==> config.mk <==
export PLATFORM = sky130hd
export DESIGN_NAME = fcs_top
export DESIGN_NICKNAME = d
export VERILOG_FILES = /design/src/fcs_pkg.sv /design/src/fcs_op_if.sv /design/src/fcs_timer.sv /design/src/fcs_op_engine.sv /design/src/fcs_top.sv
export VERILOG_INCLUDE_DIRS = /design/src
export SDC_FILE = /design/constraint.sdc
export NUM_CORES = 1
export LEC_CHECK = 0
export ABC_AREA = 1
export BUFFER_PORTS_ARGS = -buffer_cell sky130_fd_sc_hd__buf_2
export CAP_MARGIN = 10
export CORE_ASPECT_RATIO = 0.5
export CORE_UTILIZATION = 35
export CTS_CLUSTER_DIAMETER = 40
export CTS_CLUSTER_SIZE = 16
export DETAILED_ROUTE_END_ITERATION = 10
export PLACE_DENSITY = 0.56
export SLEW_MARGIN = 5
export SYNTH_ARGS = -nofsm -noshare
export SYNTH_HDL_FRONTEND = slang
export SYNTH_SLANG_ARGS = --single-unit
==> constraint.sdc <==
create_clock -name ref_clk -period 2.4 [get_ports ref_clk]
set_input_delay 0.36 -clock ref_clk [delete_from_list [all_inputs] [get_ports ref_clk]]
set_output_delay 0.36 -clock ref_clk [all_outputs]
set_load 0.01 [all_outputs]
==> src/fcs_params.svh <==
// constants for the flash command sequencer
`ifndef FCS_PARAMS_SVH
`define FCS_PARAMS_SVH
`define FCS_UNLOCK1_ADDR  12'hAAA
`define FCS_UNLOCK2_ADDR  12'h554
`define FCS_UNLOCK1_DATA  8'hAA
`define FCS_UNLOCK2_DATA  8'h55
`define FCS_CMD_AUTOSEL   8'h90
`define FCS_CMD_PROGRAM   8'hA0
`define FCS_CMD_ERASE     8'h80
`define FCS_CMD_SECTOR    8'h30
`define FCS_CMD_BULK      8'h10
`define FCS_CMD_SUSPEND   8'hB0
`define FCS_CMD_RESUME    8'h30
`define FCS_CMD_RESET     8'hF0
`define FCS_CMD_BYPASS    8'h20
`define FCS_CMD_BYP_EXIT  8'h00
`define FCS_ID_OFS        8'h02
`define FCS_PROT_OFS      8'h04
`define FCS_MAIN_ID       16'h005A // arbitrary id value
`define FCS_REG_MAP       2'h0
`define FCS_REG_ID0       2'h1
`define FCS_REG_ID1       2'h2
`define FCS_MAP_PERIPH    7
`define FCS_MAIN_SZ       4'h5
`define FCS_SRAM_SZ       4'h3
`define FCS_BOOT_SZ       4'h2
`define FCS_BOOT_KIND     2'h0
`define FCS_CLK_MHZ       250
`define FCS_ERASE_WIN_US  80
`define FCS_ERASE_WIN_CYC (`FCS_ERASE_WIN_US * `FCS_CLK_MHZ)
`define FCS_BYTE_TMO_CYC  1024
`define FCS_PROG_CYC      64
`define FCS_ERASE_CYC     4096
`endif

==> src/fcs_pkg.sv <==
// types of the flash command sequencer
package fcs_pkg;
  typedef enum logic [3:0] {
    FCS_READ    = 4'h0,
    FCS_U1      = 4'h1,
    FCS_U2      = 4'h2,
    FCS_AUTO    = 4'h3,
    FCS_PROG    = 4'h4,
    FCS_E1      = 4'h5,
    FCS_E2      = 4'h6,
    FCS_E3      = 4'h7,
    FCS_COLLECT = 4'h8,
    FCS_BYPASS  = 4'h9,
    FCS_BYPPROG = 4'hA,
    FCS_BYPRST  = 4'hB
  } fcs_cmd_e;

  typedef enum logic [2:0] {
    FCS_OP_IDLE  = 3'h0,
    FCS_OP_PROG  = 3'h1,
    FCS_OP_ERASE = 3'h2,
    FCS_OP_SUSP  = 3'h3,
    FCS_OP_SPROG = 3'h4
  } fcs_op_e;

  typedef struct packed {
    fcs_cmd_e    st;
    logic        boot_tgt;
    logic        byp;
    logic [7:0]  sec_mask;
    logic [17:0] waddr;
    logic [15:0] wdata;
    logic [15:0] rdata;
    logic [7:0]  csr_rdata;
    logic [7:0]  map;
    logic        rb;
    logic        p_start;
    logic        e_start;
    logic        susp;
    logic        resume;
    logic        prog_stb;
    logic        erase_stb;
    logic [4:0]  allow;
  } fcs_top_s;

  typedef struct packed {
    fcs_op_e     st;
    logic [19:0] ecnt;
    logic [19:0] pcnt;
    logic        prog_done;
    logic        erase_done;
  } fcs_op_s;

  typedef struct packed {
    logic [15:0] cnt;
    logic        expired;
  } fcs_tmr_s;
endpackage

==> src/fcs_op_if.sv <==
// handshake between command decoder and operation timer
`timescale 1ns/100ps
interface fcs_op_if;
  logic start_prog;
  logic start_erase;
  logic suspend;
  logic resume;
  logic busy;
  logic erasing;
  logic suspended;
  logic prog_done;
  logic erase_done;
  modport dec (output start_prog, start_erase, suspend, resume,
               input  busy, erasing, suspended, prog_done, erase_done);
  modport eng (input  start_prog, start_erase, suspend, resume,
               output busy, erasing, suspended, prog_done, erase_done);
endinterface

==> src/fcs_timer.sv <==
// restartable cycle counter with sticky expiry
`timescale 1ns/100ps
module fcs_timer
  import fcs_pkg::*;
#(
  parameter logic [15:0] LIMIT = 16'h0400
) (
  input  wire logic ref_clk,
  input  wire logic rst,
  input  wire logic restart,
  input  wire logic run,
  output logic      expired
);
  fcs_tmr_s s_r, s_nxt;

  // count only while armed; restart always wins
  always_comb begin
    s_nxt = s_r;
    if (restart || !run) begin
      s_nxt = '0;
    end else if (!s_r.expired) begin
      s_nxt.cnt = s_r.cnt + 16'h0001;
      if (s_r.cnt == LIMIT - 16'h0001) begin
        s_nxt.expired = 1'b1;
      end
    end
  end

  always_ff @(posedge ref_clk) begin
    if (rst) begin
      s_r <= '0;
    end else begin
      s_r <= s_nxt;
    end
  end

  assign expired = s_r.expired;
endmodule

==> src/fcs_op_engine.sv <==
// program and erase duration timer with erase suspend
`timescale 1ns/100ps
module fcs_op_engine
  import fcs_pkg::*;
#(
  parameter logic [19:0] PROG_CYC  = 20'd64,
  parameter logic [19:0] ERASE_CYC = 20'd4096
) (
  input  wire logic ref_clk,
  input  wire logic rst,
  fcs_op_if.eng     op
);
  fcs_op_s s_r, s_nxt;

  // erase count freezes while suspended so resume continues it
  always_comb begin
    s_nxt = s_r;
    s_nxt.prog_done = 1'b0;
    s_nxt.erase_done = 1'b0;
    case (s_r.st)
      FCS_OP_IDLE: begin
        if (op.start_prog) begin
          s_nxt.st = FCS_OP_PROG;
          s_nxt.pcnt = PROG_CYC;
        end else if (op.start_erase) begin
          s_nxt.st = FCS_OP_ERASE;
          s_nxt.ecnt = ERASE_CYC;
        end
      end
      FCS_OP_PROG, FCS_OP_SPROG: begin
        s_nxt.pcnt = s_r.pcnt - 20'd1;
        if (s_r.pcnt == 20'd1) begin
          s_nxt.prog_done = 1'b1;
          s_nxt.st = (s_r.st == FCS_OP_SPROG) ? FCS_OP_SUSP : FCS_OP_IDLE;
        end
      end
      FCS_OP_ERASE: begin
        s_nxt.ecnt = s_r.ecnt - 20'd1;
        if (op.suspend) begin
          s_nxt.st = FCS_OP_SUSP;
        end else if (s_r.ecnt == 20'd1) begin
          s_nxt.erase_done = 1'b1;
          s_nxt.st = FCS_OP_IDLE;
        end
      end
      FCS_OP_SUSP: begin
        if (op.resume) begin
          s_nxt.st = FCS_OP_ERASE;
        end else if (op.start_prog) begin
          s_nxt.st = FCS_OP_SPROG;
          s_nxt.pcnt = PROG_CYC;
        end
      end
      default: s_nxt.st = FCS_OP_IDLE;
    endcase
  end

  always_ff @(posedge ref_clk) begin
    if (rst) begin
      s_r <= '0;
    end else begin
      s_r <= s_nxt;
    end
  end

  assign op.busy = (s_r.st == FCS_OP_PROG) || (s_r.st == FCS_OP_ERASE)
                   || (s_r.st == FCS_OP_SPROG);
  assign op.erasing = (s_r.st == FCS_OP_ERASE);
  assign op.suspended = (s_r.st == FCS_OP_SUSP) || (s_r.st == FCS_OP_SPROG);
  assign op.prog_done = s_r.prog_done;
  assign op.erase_done = s_r.erase_done;
endmodule

==> src/fcs_top.sv <==
// flash command sequencer: bus command decoder, mapping and id registers
// Behaviour
// main flash eight 64KB sectors, boot flash four 8KB sectors
// per-sector protection; protected sectors refuse program and erase
// erase whole sectors only; program one word per operation
// sector erase can be suspended, other sectors read, then resumed
// ready/busy low while program or erase runs, high otherwise
// one select input per main sector and per boot sector
// plain bus writes never store data into flash
// host polls status or ready/busy after a program command
// bytes decoded in turn; execute only when complete without timeout
// invalid byte or inter-byte timeout returns to read array mode; code returns to bypass mode instead while bypass is active
// commands open with AAh at AAAh then 55h at 554h
// bypass mode accepts commands without the unlock writes
// address bits A15-A12 ignored when matching command cycles
// host asserts a sector select of the target on each command write
// any main select routes to main flash, any boot select to boot
// both arrays share commands; identifier read only on main flash
// some commands end in a read returning id or protection status
// map bits 0-4 allow fetch and data-read paths in split-space mode
// reset loads map bits 1-4 from config, clears 0 and 7
// map bit 7 enables port F peripheral mode
// first id register: main flash size low, sram size high nibble
// second id register: boot size bits 3:0, type bits 5:4
// after reset the decoder is in read array mode
// only A11-A0 compared for unlock and command addresses
// extra sector erase within 80us window, else erase starts
// bypass entered by 20h, program A0h plus data, left by 90h 00h
// inter-byte timeout is a restartable counter with parameter limit
// map bits 5 and 6 ignore writes and read zero
`timescale 1ns/100ps
`include "fcs_params.svh"
module fcs_top
  import fcs_pkg::*;
#(
  parameter int unsigned BYTE_TMO_CYC = `FCS_BYTE_TMO_CYC,
  parameter int unsigned ERASE_WIN_CYC = `FCS_ERASE_WIN_CYC,
  parameter logic [19:0] PROG_CYC = 20'd`FCS_PROG_CYC,
  parameter logic [19:0] ERASE_CYC = 20'd`FCS_ERASE_CYC,
  parameter logic [15:0] MAIN_ID = `FCS_MAIN_ID
) (
  input  wire logic        ref_clk,
  input  wire logic        rst,
  input  wire logic        bus_wr,
  input  wire logic        bus_rd,
  input  wire logic [15:0] bus_addr,
  input  wire logic [15:0] bus_wdata,
  output logic      [15:0] bus_rdata,
  input  wire logic [7:0]  main_sector_select,
  input  wire logic [3:0]  boot_sector_select,
  input  wire logic [7:0]  main_sector_protect,
  input  wire logic [3:0]  boot_sector_protect,
  input  wire logic [15:0] array_rdata,
  output logic             arr_prog_stb,
  output logic             arr_erase_stb,
  output logic             arr_boot,
  output logic      [7:0]  arr_sec_mask,
  output logic      [17:0] arr_waddr,
  output logic      [15:0] arr_wdata,
  output logic             ready_busy_pin,
  input  wire logic        csr_wr,
  input  wire logic        csr_rd,
  input  wire logic [1:0]  csr_addr,
  input  wire logic [7:0]  csr_wdata,
  output logic      [7:0]  csr_rdata,
  input  wire logic [3:0]  map_config,
  input  wire logic        split_space_mode,
  output logic             sram_fetch_allow,
  output logic             boot_fetch_allow,
  output logic             main_flash_fetch_allow,
  output logic             boot_data_read_allow,
  output logic             main_flash_data_read_allow,
  output logic             port_f_periph_mode
);
  fcs_top_s s_r, s_nxt;
  fcs_op_if op ();

  logic       hit_main;
  logic       hit_boot;
  logic       sel_prot;
  logic [7:0] sel_mask;
  logic [7:0] prot_all;
  logic [2:0] sec_idx;
  logic [17:0] cur_waddr;
  logic [7:0] wbyte;
  logic [11:0] a_low;
  logic       is_u1;
  logic       is_u2;
  logic       in_seq;
  logic       wr_hit;
  logic       byte_tmo;
  logic       win_tmo;
  logic       win_restart;

  // route by sector selects; R06 one select per sector
  assign hit_main = |main_sector_select;
  assign hit_boot = |boot_sector_select;
  assign wr_hit = bus_wr && (hit_main || hit_boot);
  assign sel_mask = hit_main ? main_sector_select : {4'h0, boot_sector_select};
  assign prot_all = hit_main ? main_sector_protect : {4'h0, boot_sector_protect};
  // protection of the addressed sector
  assign sel_prot = |(sel_mask & prot_all);
  assign wbyte = bus_wdata[7:0];
  // upper nibble ignored, only A11-A0 compared
  assign a_low = bus_addr[11:0];
  // unlock pair
  assign is_u1 = (a_low == `FCS_UNLOCK1_ADDR) && (wbyte == `FCS_UNLOCK1_DATA);
  assign is_u2 = (a_low == `FCS_UNLOCK2_ADDR) && (wbyte == `FCS_UNLOCK2_DATA);
  assign in_seq = (s_r.st != FCS_READ) && (s_r.st != FCS_AUTO)
                  && (s_r.st != FCS_BYPASS);

  // lowest active select picks the sector index
  always_comb begin
    sec_idx = 3'h0;
    for (int i = 7; i >= 0; i--) begin
      if (sel_mask[i]) begin
        sec_idx = 3'(i);
      end
    end
  end

  // word address: sector index above the in-sector word offset
  assign cur_waddr = hit_main ? {sec_idx, bus_addr[15:1]}
                              : {3'h0, sec_idx, bus_addr[12:1]};

  // inter-byte timeout, restarted by every accepted write
  fcs_timer #(.LIMIT(16'(BYTE_TMO_CYC))) u_byte_tmr (
    .ref_clk (ref_clk),
    .rst     (rst),
    .restart (wr_hit),
    .run     (in_seq),
    .expired (byte_tmo)
  );

  // multi-sector collection window
  fcs_timer #(.LIMIT(16'(ERASE_WIN_CYC))) u_win_tmr (
    .ref_clk (ref_clk),
    .rst     (rst),
    .restart (win_restart),
    .run     (s_r.st == FCS_COLLECT),
    .expired (win_tmo)
  );

  assign win_restart = wr_hit && (wbyte == `FCS_CMD_SECTOR)
                       && ((s_r.st == FCS_E3) || (s_r.st == FCS_COLLECT));

  fcs_op_engine #(.PROG_CYC(PROG_CYC), .ERASE_CYC(ERASE_CYC)) u_engine (
    .ref_clk (ref_clk),
    .rst     (rst),
    .op      (op.eng)
  );

  assign op.start_prog = s_r.p_start;
  assign op.start_erase = s_r.e_start;
  assign op.suspend = s_r.susp;
  assign op.resume = s_r.resume;

  // command decoder, register file and read data
  always_comb begin
    s_nxt = s_r;
    s_nxt.p_start = 1'b0;
    s_nxt.e_start = 1'b0;
    s_nxt.susp = 1'b0;
    s_nxt.resume = 1'b0;
    // array changes only when a completed operation commits
    s_nxt.prog_stb = op.prog_done;
    s_nxt.erase_stb = op.erase_done;
    // busy drives the pin low
    s_nxt.rb = ~op.busy;
    if (s_r.erase_stb) begin
      s_nxt.sec_mask = 8'h00;
    end
    // timeout abandons the sequence
    if (byte_tmo && in_seq && s_r.st != FCS_COLLECT) begin
      s_nxt.st = s_r.byp ? FCS_BYPASS : FCS_READ;
    end else if (win_tmo && s_r.st == FCS_COLLECT) begin
      // window closed: erase what was collected
      s_nxt.e_start = |s_r.sec_mask;
      s_nxt.st = FCS_READ;
    end else if (wr_hit && op.busy) begin
      // only suspend is heard while an erase runs
      if (op.erasing && wbyte == `FCS_CMD_SUSPEND) begin
        s_nxt.susp = 1'b1;
      end
    end else if (wr_hit && op.suspended && s_r.st == FCS_READ
                 && wbyte == `FCS_CMD_RESUME) begin
      // resume continues the frozen erase
      s_nxt.resume = 1'b1;
    end else if (wr_hit) begin
      // one byte decoded per write, nothing buffered
      case (s_r.st)
        FCS_READ: begin
          if (is_u1) begin
            s_nxt.st = FCS_U1;
            s_nxt.boot_tgt = ~hit_main;
          end
        end
        FCS_U1: s_nxt.st = is_u2 ? FCS_U2 : FCS_READ;
        FCS_U2: begin
          s_nxt.st = FCS_READ;
          if (a_low == `FCS_UNLOCK1_ADDR) begin
            case (wbyte)
              `FCS_CMD_AUTOSEL: s_nxt.st = FCS_AUTO;
              `FCS_CMD_PROGRAM: s_nxt.st = FCS_PROG;
              `FCS_CMD_ERASE:   s_nxt.st = op.suspended ? FCS_READ : FCS_E1;
              // enter bypass
              `FCS_CMD_BYPASS: begin
                s_nxt.st = FCS_BYPASS;
                s_nxt.byp = 1'b1;
              end
              default: s_nxt.st = FCS_READ;
            endcase
          end
        end
        FCS_AUTO: begin
          if (wbyte == `FCS_CMD_RESET) begin
            s_nxt.st = FCS_READ;
          end
        end
        FCS_PROG, FCS_BYPPROG: begin
          s_nxt.st = s_r.byp ? FCS_BYPASS : FCS_READ;
          // one word, protected or erasing sector refused
          if (!sel_prot && !(op.suspended && |(sel_mask & s_r.sec_mask)
                             && (s_r.boot_tgt == ~hit_main))) begin
            s_nxt.p_start = 1'b1;
            s_nxt.waddr = cur_waddr;
            s_nxt.wdata = bus_wdata;
            s_nxt.boot_tgt = ~hit_main;
          end
        end
        FCS_E1: s_nxt.st = is_u1 ? FCS_E2 : FCS_READ;
        FCS_E2: s_nxt.st = is_u2 ? FCS_E3 : FCS_READ;
        FCS_E3: begin
          s_nxt.st = FCS_READ;
          s_nxt.boot_tgt = ~hit_main;
          if (wbyte == `FCS_CMD_SECTOR) begin
            // whole sectors; R02 protected ones skipped
            s_nxt.sec_mask = sel_mask & ~prot_all;
            s_nxt.st = FCS_COLLECT;
          end else if (wbyte == `FCS_CMD_BULK
                       && a_low == `FCS_UNLOCK1_ADDR) begin
            s_nxt.sec_mask = (hit_main ? 8'hFF : 8'h0F) & ~prot_all;
            s_nxt.e_start = 1'b1;
          end
        end
        FCS_COLLECT: begin
          // another sector inside the window
          if (wbyte == `FCS_CMD_SECTOR && s_r.boot_tgt == ~hit_main) begin
            s_nxt.sec_mask = s_r.sec_mask | (sel_mask & ~prot_all);
          end else begin
            s_nxt.st = FCS_READ;
            s_nxt.sec_mask = 8'h00;
          end
        end
        FCS_BYPASS: begin
          if (wbyte == `FCS_CMD_PROGRAM) begin
            s_nxt.st = FCS_BYPPROG;
          end else if (wbyte == `FCS_CMD_AUTOSEL) begin
            s_nxt.st = FCS_BYPRST;
          end
        end
        FCS_BYPRST: begin
          // R26 90h then 00h leaves bypass
          if (wbyte == `FCS_CMD_BYP_EXIT) begin
            s_nxt.st = FCS_READ;
            s_nxt.byp = 1'b0;
          end else begin
            s_nxt.st = FCS_BYPASS;
          end
        end
        default: s_nxt.st = FCS_READ;
      endcase
    end
    // autoselect reads: id on main only, else protection
    if (bus_rd) begin
      s_nxt.rdata = array_rdata;
      if (s_r.st == FCS_AUTO && s_r.boot_tgt == ~hit_main) begin
        if (bus_addr[7:0] == `FCS_ID_OFS && !s_r.boot_tgt) begin
          s_nxt.rdata = MAIN_ID;
        end else if (bus_addr[7:0] == `FCS_PROT_OFS) begin
          s_nxt.rdata = {15'h0000, sel_prot};
        end
      end
    end
    // map writes; bits 5 and 6 stay zero
    if (csr_wr && csr_addr == `FCS_REG_MAP) begin
      s_nxt.map = {csr_wdata[7], 2'b00, csr_wdata[4:0]};
    end
    // identification registers
    if (csr_rd) begin
      case (csr_addr)
        `FCS_REG_MAP: s_nxt.csr_rdata = s_r.map;
        `FCS_REG_ID0: s_nxt.csr_rdata = {`FCS_SRAM_SZ, `FCS_MAIN_SZ};
        `FCS_REG_ID1: s_nxt.csr_rdata = {2'b00, `FCS_BOOT_KIND, `FCS_BOOT_SZ};
        default:      s_nxt.csr_rdata = 8'h00;
      endcase
    end
    // paths gated only in split-space mode
    s_nxt.allow = split_space_mode ? s_nxt.map[4:0] : 5'h1F;
  end

  // reset to read array, map from configuration
  always_ff @(posedge ref_clk) begin
    if (rst) begin
      s_r <= '0;
      s_r.st <= FCS_READ;
      s_r.rb <= 1'b1;
      s_r.map <= {3'b000, map_config, 1'b0};
      s_r.allow <= 5'h1F;
    end else begin
      s_r <= s_nxt;
    end
  end

  assign bus_rdata = s_r.rdata;
  assign csr_rdata = s_r.csr_rdata;
  assign ready_busy_pin = s_r.rb;
  assign arr_prog_stb = s_r.prog_stb;
  assign arr_erase_stb = s_r.erase_stb;
  assign arr_boot = s_r.boot_tgt;
  assign arr_sec_mask = s_r.sec_mask;
  assign arr_waddr = s_r.waddr;
  assign arr_wdata = s_r.wdata;
  assign sram_fetch_allow = s_r.allow[0];
  assign boot_fetch_allow = s_r.allow[1];
  assign main_flash_fetch_allow = s_r.allow[2];
  assign boot_data_read_allow = s_r.allow[3];
  assign main_flash_data_read_allow = s_r.allow[4];
  assign port_f_periph_mode = s_r.map[`FCS_MAP_PERIPH];
endmodule

### Yosys cells after proc, flatten, opt, wreduce, memory -nomap -nowiden

Cells that the tools add are included.

* flip-flop bits (word level): 169
* input port bits: 93
* output and inout bits: 76

* add/subtract/negate cells: 4
* equal/unequal tests: 57
* mux-type cells: 90
* bitwise logic cells: 17
* reductions and logical operators: 68

Operators by type and width (count)
* 48-bit two-way mux: 3
* 42-bit two-way mux: 2
* 34-bit two-way mux: 2
* 20-bit two-way mux: 3
* 20-bit one-hot mux with 3 select lines: 1
* 8-bit two-way mux: 7
* 3-bit two-way mux: 17
* 8-bit == test (second input constant): 6
* 16-bit two-way mux: 3
* 4-bit two-way mux: 11
* 4-bit one-hot mux with 11 select lines: 1
* 20-bit by 1-bit == test with 1-bit output (second input constant): 2
* 20-bit one-hot mux with 2 select lines: 1
* 20-bit by 1-bit subtractor with 20-bit output (second input constant): 2
* 16-bit by 1-bit adder with 16-bit output (second input constant): 2
* 8-bit AND: 4
* 8-bit OR reduction: 4
* 8-bit one-hot mux with 3 select lines: 1
* 1-bit logical AND: 23
* 23-bit two-way mux: 1
* 1-bit two-way mux: 21
* 4-bit inequality test (second input constant): 5
* 18-bit two-way mux: 1
* 17-bit two-way mux: 1
* other kinds (54): 112

### Longest topological paths before layout

* depth after elaboration: 18
* gate-level depth with buffers: 15

### Hierarchy

A second synthesis with hierarchy kept.

* cell total of the unflattened synthesis: 1566
* area, all modules: 9958.3 um^2

Modules (own cells, without submodules)
* fcs_top: instances 1, cells each 882, area an instance 5529.1 um^2, seq. area each 1781.7 um^2
* fcs_op_engine: instances 1, cells each 410, area an instance 2621.3 um^2, seq. area each 900.9 um^2
* fcs_timer (u_win_tmr): instances 1, cells each 143, area an instance 914.6 um^2, seq. area each 340.3 um^2
* fcs_timer (u_byte_tmr): instances 1, cells each 131, area an instance 893.4 um^2, seq. area each 340.3 um^2

### Least setup slack after synthesis

No wires, ideal clock.

* kind: input-to-reg
* start: in main_sector_select[4]
* end: reg s_r (netlist bit arr_waddr[0])
* library setup time: 113 ps
* arrival: 1760 ps
* required time: 2287 ps
* slack: 527 ps
* stages: 13
* cells stage by stage: nor2_2 nand2_2 nor2_8 buf_6 nand2_2 o21ai_2 o21ai_2 nor2_2 nand3_2 buf_6 buf_6 nor2_1 nor2_1

* longest elaborated chain between the ends: 9
* elaborated cells between the ends (all ways): 23
* those cells by class: eq/ne: 1; mux: 2; bitwise: 5; reduce/logical: 15

Ends and longest elaborated chain
* from (decl): RTL line fcs_top.sv:49 `input wire logic [7:0] main_sector_select,`
* 8-bit OR reduction: RTL line fcs_top.sv:96 `assign hit_main = |main_sector_select;`
* 8-bit two-way mux: RTL line fcs_top.sv:99 `assign sel_mask = hit_main ? main_sector_select : {4'h0, boot_sector_select};`
* 8-bit AND: RTL line fcs_top.sv:223 `if (!sel_prot && !(op.suspended && |(sel_mask & s_r.sec_mask)`
* 8-bit OR reduction: RTL line fcs_top.sv:223
* 1-bit logical AND: RTL line fcs_top.sv:223
* 1-bit logical AND: RTL line fcs_top.sv:224 `&& (s_r.boot_tgt == ~hit_main))) begin`
* 1-bit logical NOT: RTL line fcs_top.sv:223
* 1-bit logical AND: RTL line fcs_top.sv:223
* 7-bit AND reduction (no line) *
* to (signal assigned): RTL line fcs_top.sv:311 `s_r <= s_nxt;`
* to (decl): RTL line fcs_top.sv:75 `fcs_top_s s_r, s_nxt;`

Every way passes the cells marked *; elsewhere a longest branch is shown, timed or not.
A chain may end at the register's enable or synchronous reset.

### Final worst setup path

* start: reg u_engine.s_r[43] in the netlist's numbering
* end: reg s_r[91] in the netlist's numbering

* longest elaborated chain between the ends: 7
* elaborated cells between the ends (all ways): 14
* those cells by class: eq/ne: 6; reduce/logical: 8

Ends and longest elaborated chain
* from (decl): RTL line fcs_op_engine.sv:13 `fcs_op_s s_r, s_nxt;`
* from (signal assigned): RTL line fcs_op_engine.sv:62 `s_r <= s_nxt;`
* 3-bit by 2-bit == test with 1-bit output / 3-bit == test (equally long branches): RTL line fcs_op_engine.sv:69, fcs_op_engine.sv:67
* 1-bit logical OR: RTL line fcs_op_engine.sv:69 `assign op.suspended = (s_r.st == FCS_OP_SUSP) || (s_r.st == FCS_OP_SPROG);`
* 1-bit logical AND (2 in series): RTL line fcs_top.sv:185 `end else if (wr_hit && op.suspended && s_r.st == FCS_READ`
* 1-bit logical AND (no line)
* 3-bit inequality test (no line)
* 7-bit AND reduction (no line) *

Marks and branches as above.

==> impl_metrics.ini <==
[sta]
final_max_slew_viol_count = 0
tns_ns = 0
tightestPinTransition_ns = 0.581
rsz0062_at_grt = false
timing.final.crit_share_pct = 89.5
fin_skew_ns = 0.0120
whs_ns = 0.111
setup_violations = 0
period_minus_slack_ns = 2.15
fmax_mhz = 466
maxSlewHeadroom_pct = 61.1
hold_viol = 0

[yosys]
synth-seq-cells = 168
synthTopCellsByArea = dfxtp_1 (36%), nand2_1 (13%), nor2_1 (9.0%)
yosysTopAreaCell = dfxtp_1
syn_area_sq_um = 9230
synth_warnings = 0
ys.flop_type = dfxtp_1
async_flop_share_pct = 0
synth_cells = 1405
synth_edf_count = 0
synth_seq_area_share_pct = 36.4
synthSimpleGateAreaFrac_pct = 33.9
synth_fa_ha_area_share_pct = 0.814
avgSynthCellArea_sq_um = 6.57
yosys.area.top_type_share_pct = 36.4
synth_top_family_by_area = simple AND/OR/NAND/NOR gates
synth_mux_area_share_pct = 0.475
synth-xor-area-share_pct = 1.80
ys_types = 48
synth-compound-area-share_pct = 11.9
synth.net_count = 1504

[power_and_ir_drop]
irDropWorstVdd_v = 0.000402
leakage_nw = 5.17
power_density_nw_per_um2 = 937

[placement]
gp_congestion = 0.934
detailed_place_hpwl_um = 18900
place_area_sq_um = 10100
numPortBuffers = 165

[setup_path]
cpMaxStageDelayCell = dfxtp_1
crit_chain = inv_1 -> nand2_1 -> nor2_2 -> nor2_4 -> nand2_2 -> nor2_2 -> nand2_1 -> inv_1 -> nand2_1 -> nand2_1 -> nand2_1 -> nor2_1 -> nor2_1
crit_start = u_engine.s_r[43]
crit_required_ns = 2.74
crit_fanout = 6
cp_top_family = simple AND/OR/NAND/NOR gates
crit_top_cell = nand2_1
worstSetupStartpointType = flop
crit_arrival_ns = 2.48
path_buf_inv = 2
crit_type = flop to flop
endpoint_kind = flop
cpPeakStageDelay_ns = 0.39
r2r-start = u_engine.s_r[43]

[floorplanning]
die_w_um = 232
initial_utilization_pct = 36.1
fp.dieH_um = 117
rows = 41
ioPinCount = 169
die_area_sq_um = 27100
core_sq_um = 25500

[routing]
ant_nets = 0
wl_per_cell_um = 12.9
firstDrtPassIters = 5
drc_errors = 0
drt_iter0_markers = 584
viasPerCell = 4.77
wl_um = 24400
vias = 8999

[final_layout]
nets = 1626
drive_above_1_share_pct = 18.1
area_delta_synth_final_pct = 16.2
multi_input_area_sq_um = 4540
seq_area_sq_um = 3360
fillers = 2696
fin_area_sq_um = 10700

[clock_tree]
hold_buffers = 0
cts-root-buf = clkbuf_16
h-tree-depth = 4
cts_buffers = 17
post_cts_buffers = 0
insertion_delay_ns = 0.45
clock_path_buffers = 2
cts_tree = built
post_cts_resized = 0
clkTransAtPathRegs_ns = 0.06
cts_sinks = 168

[hold_path]
min_path_type = input pin to flop
hold_start = map_config[2]

[global_routing]
antenna_found_initial = 1
grt_pass1_vias = 8086
grt_max_degree = 45
grt_first_pass_wirelength_um = 38900
track_usage_pct = 18.1
overflow = 0

[run]
cap_violations = 0

[status]
outcome = completed
## power breakdown
part	internal [mW]	total, mW	switching [mW]	leakage, nW
logic	1.32	3.76	2.44	3.53
registers	3.22	3.59	0.367	1.37
clock network	1.54	2.70	1.15	0.280
## path summary, 6_finish.rpt
| path | depth (start not counted) | slack (ns) | to |
|---|---|---|---|
| min reg2reg | 2 | 0.40 | arr_prog_stb |
| max reg2reg | 13 | 0.25 | s_r[91] |
| min | 3 | 0.11 | s_r[15] |
| max | 13 | 0.25 | s_r[91] |
## final cells by class
class / instances / area share [%]
Multi-Input combinational cell: 951 / 42.3
Antenna cell: 1 / 0.0233
Timing Repair Buffer: 196 / 10.1
Tap cell: 344 / 4.02
Clock buffer: 23 / 4.55
Sequential cell: 168 / 31.4
Inverter: 193 / 6.76
Clock inverter: 9 / 0.840
## worst reg2reg max path, cell delays in order, from the launching register on
cell     delay (ns)
dfxtp_1        0.39
inv_1          0.10
nand2_1        0.13
nor2_2         0.07
nor2_4         0.18
nand2_2        0.13
nor2_2         0.19
nand2_1        0.12
inv_1          0.12
nand2_1        0.07
nand2_1        0.12
nand2_1        0.19
nor2_1         0.20
nor2_1         0.05
## cell usage in the layout, fill, tap and decap left out, drive strengths merged, types with 4 or more instances in the layout
cell type and instances:
nand2 322, nor2 233, xnor2 6, a21oi 96, o21a 9, nand3b 4, nor4 18, o211ai 5
dfxtp 168, ha 6, nor3 37, nor3b 6, nand3 62, clkbuf 23, inv 193, o21ai 75
clkinv 6, a211oi 5, or2 9, buf 196, xor2 13, nand4 26, o22ai 4
## synthesized netlist by cell type (9+ instances only)
cell      number
a21oi_1       95
buf_4         67
clkbuf_1      15
dfxtp_1      168
inv_1        188
nand2_1      315
nand3_1       59
nand4_1       26
nor2_1       221
nor2_2         9
nor3_1        35
nor4_1        18
o21a_1         9
o21ai_0       73
or2_2          9
xor2_1        13
## routing by layer
layer	vias to the layer above	track usage, %	routed length [um]
met2	182	29.2	11000
met4	0	6.67	373
met1	4133	23.8	11800
li1	4658	-	-
met3	26	4.48	1210
met5	-	0	0
## metrics by stage
| step | worst slack [ns] | std cells | utilization (%) | power (mW) |
|---|---|---|---|---|
| floorplan | 0.527 | 1405 | - | 6.36 |
| global placement | 0.0233 | 1852 | 39.6 | 7.26 |
| detailed placement | 0.00877 | 1852 | 39.6 | 7.34 |
| CTS | 0.197 | 1884 | 41.8 | 10.1 |
| global route | 0.0187 | 1885 | 42.0 | 10.9 |
| finish | 0.253 | 1885 | 42.0 | 10.0 |
## state kept, by name, summed over array words and instances, names as in the netlist, 7 cells and up
register,flops
s_r,10
csr_rdata,7
u_win_tmr.s_r,16
arr_wdata,16
arr_waddr,18
u_byte_tmr.s_r,16
bus_rdata,16
arr_sec_mask,8
u_engine.s_r,43
## cell families after synthesis
group | Yosys count
AOI/OAI and AO/OA | 201
and+or+nand+nor | 720
buffers and inverters | 286
muxes | 4
xor gates and xnor gates | 19
adders and majority gates | 6
other | 1
DFF | 168
Note: power is estimated with default switching activity, not from simulation.
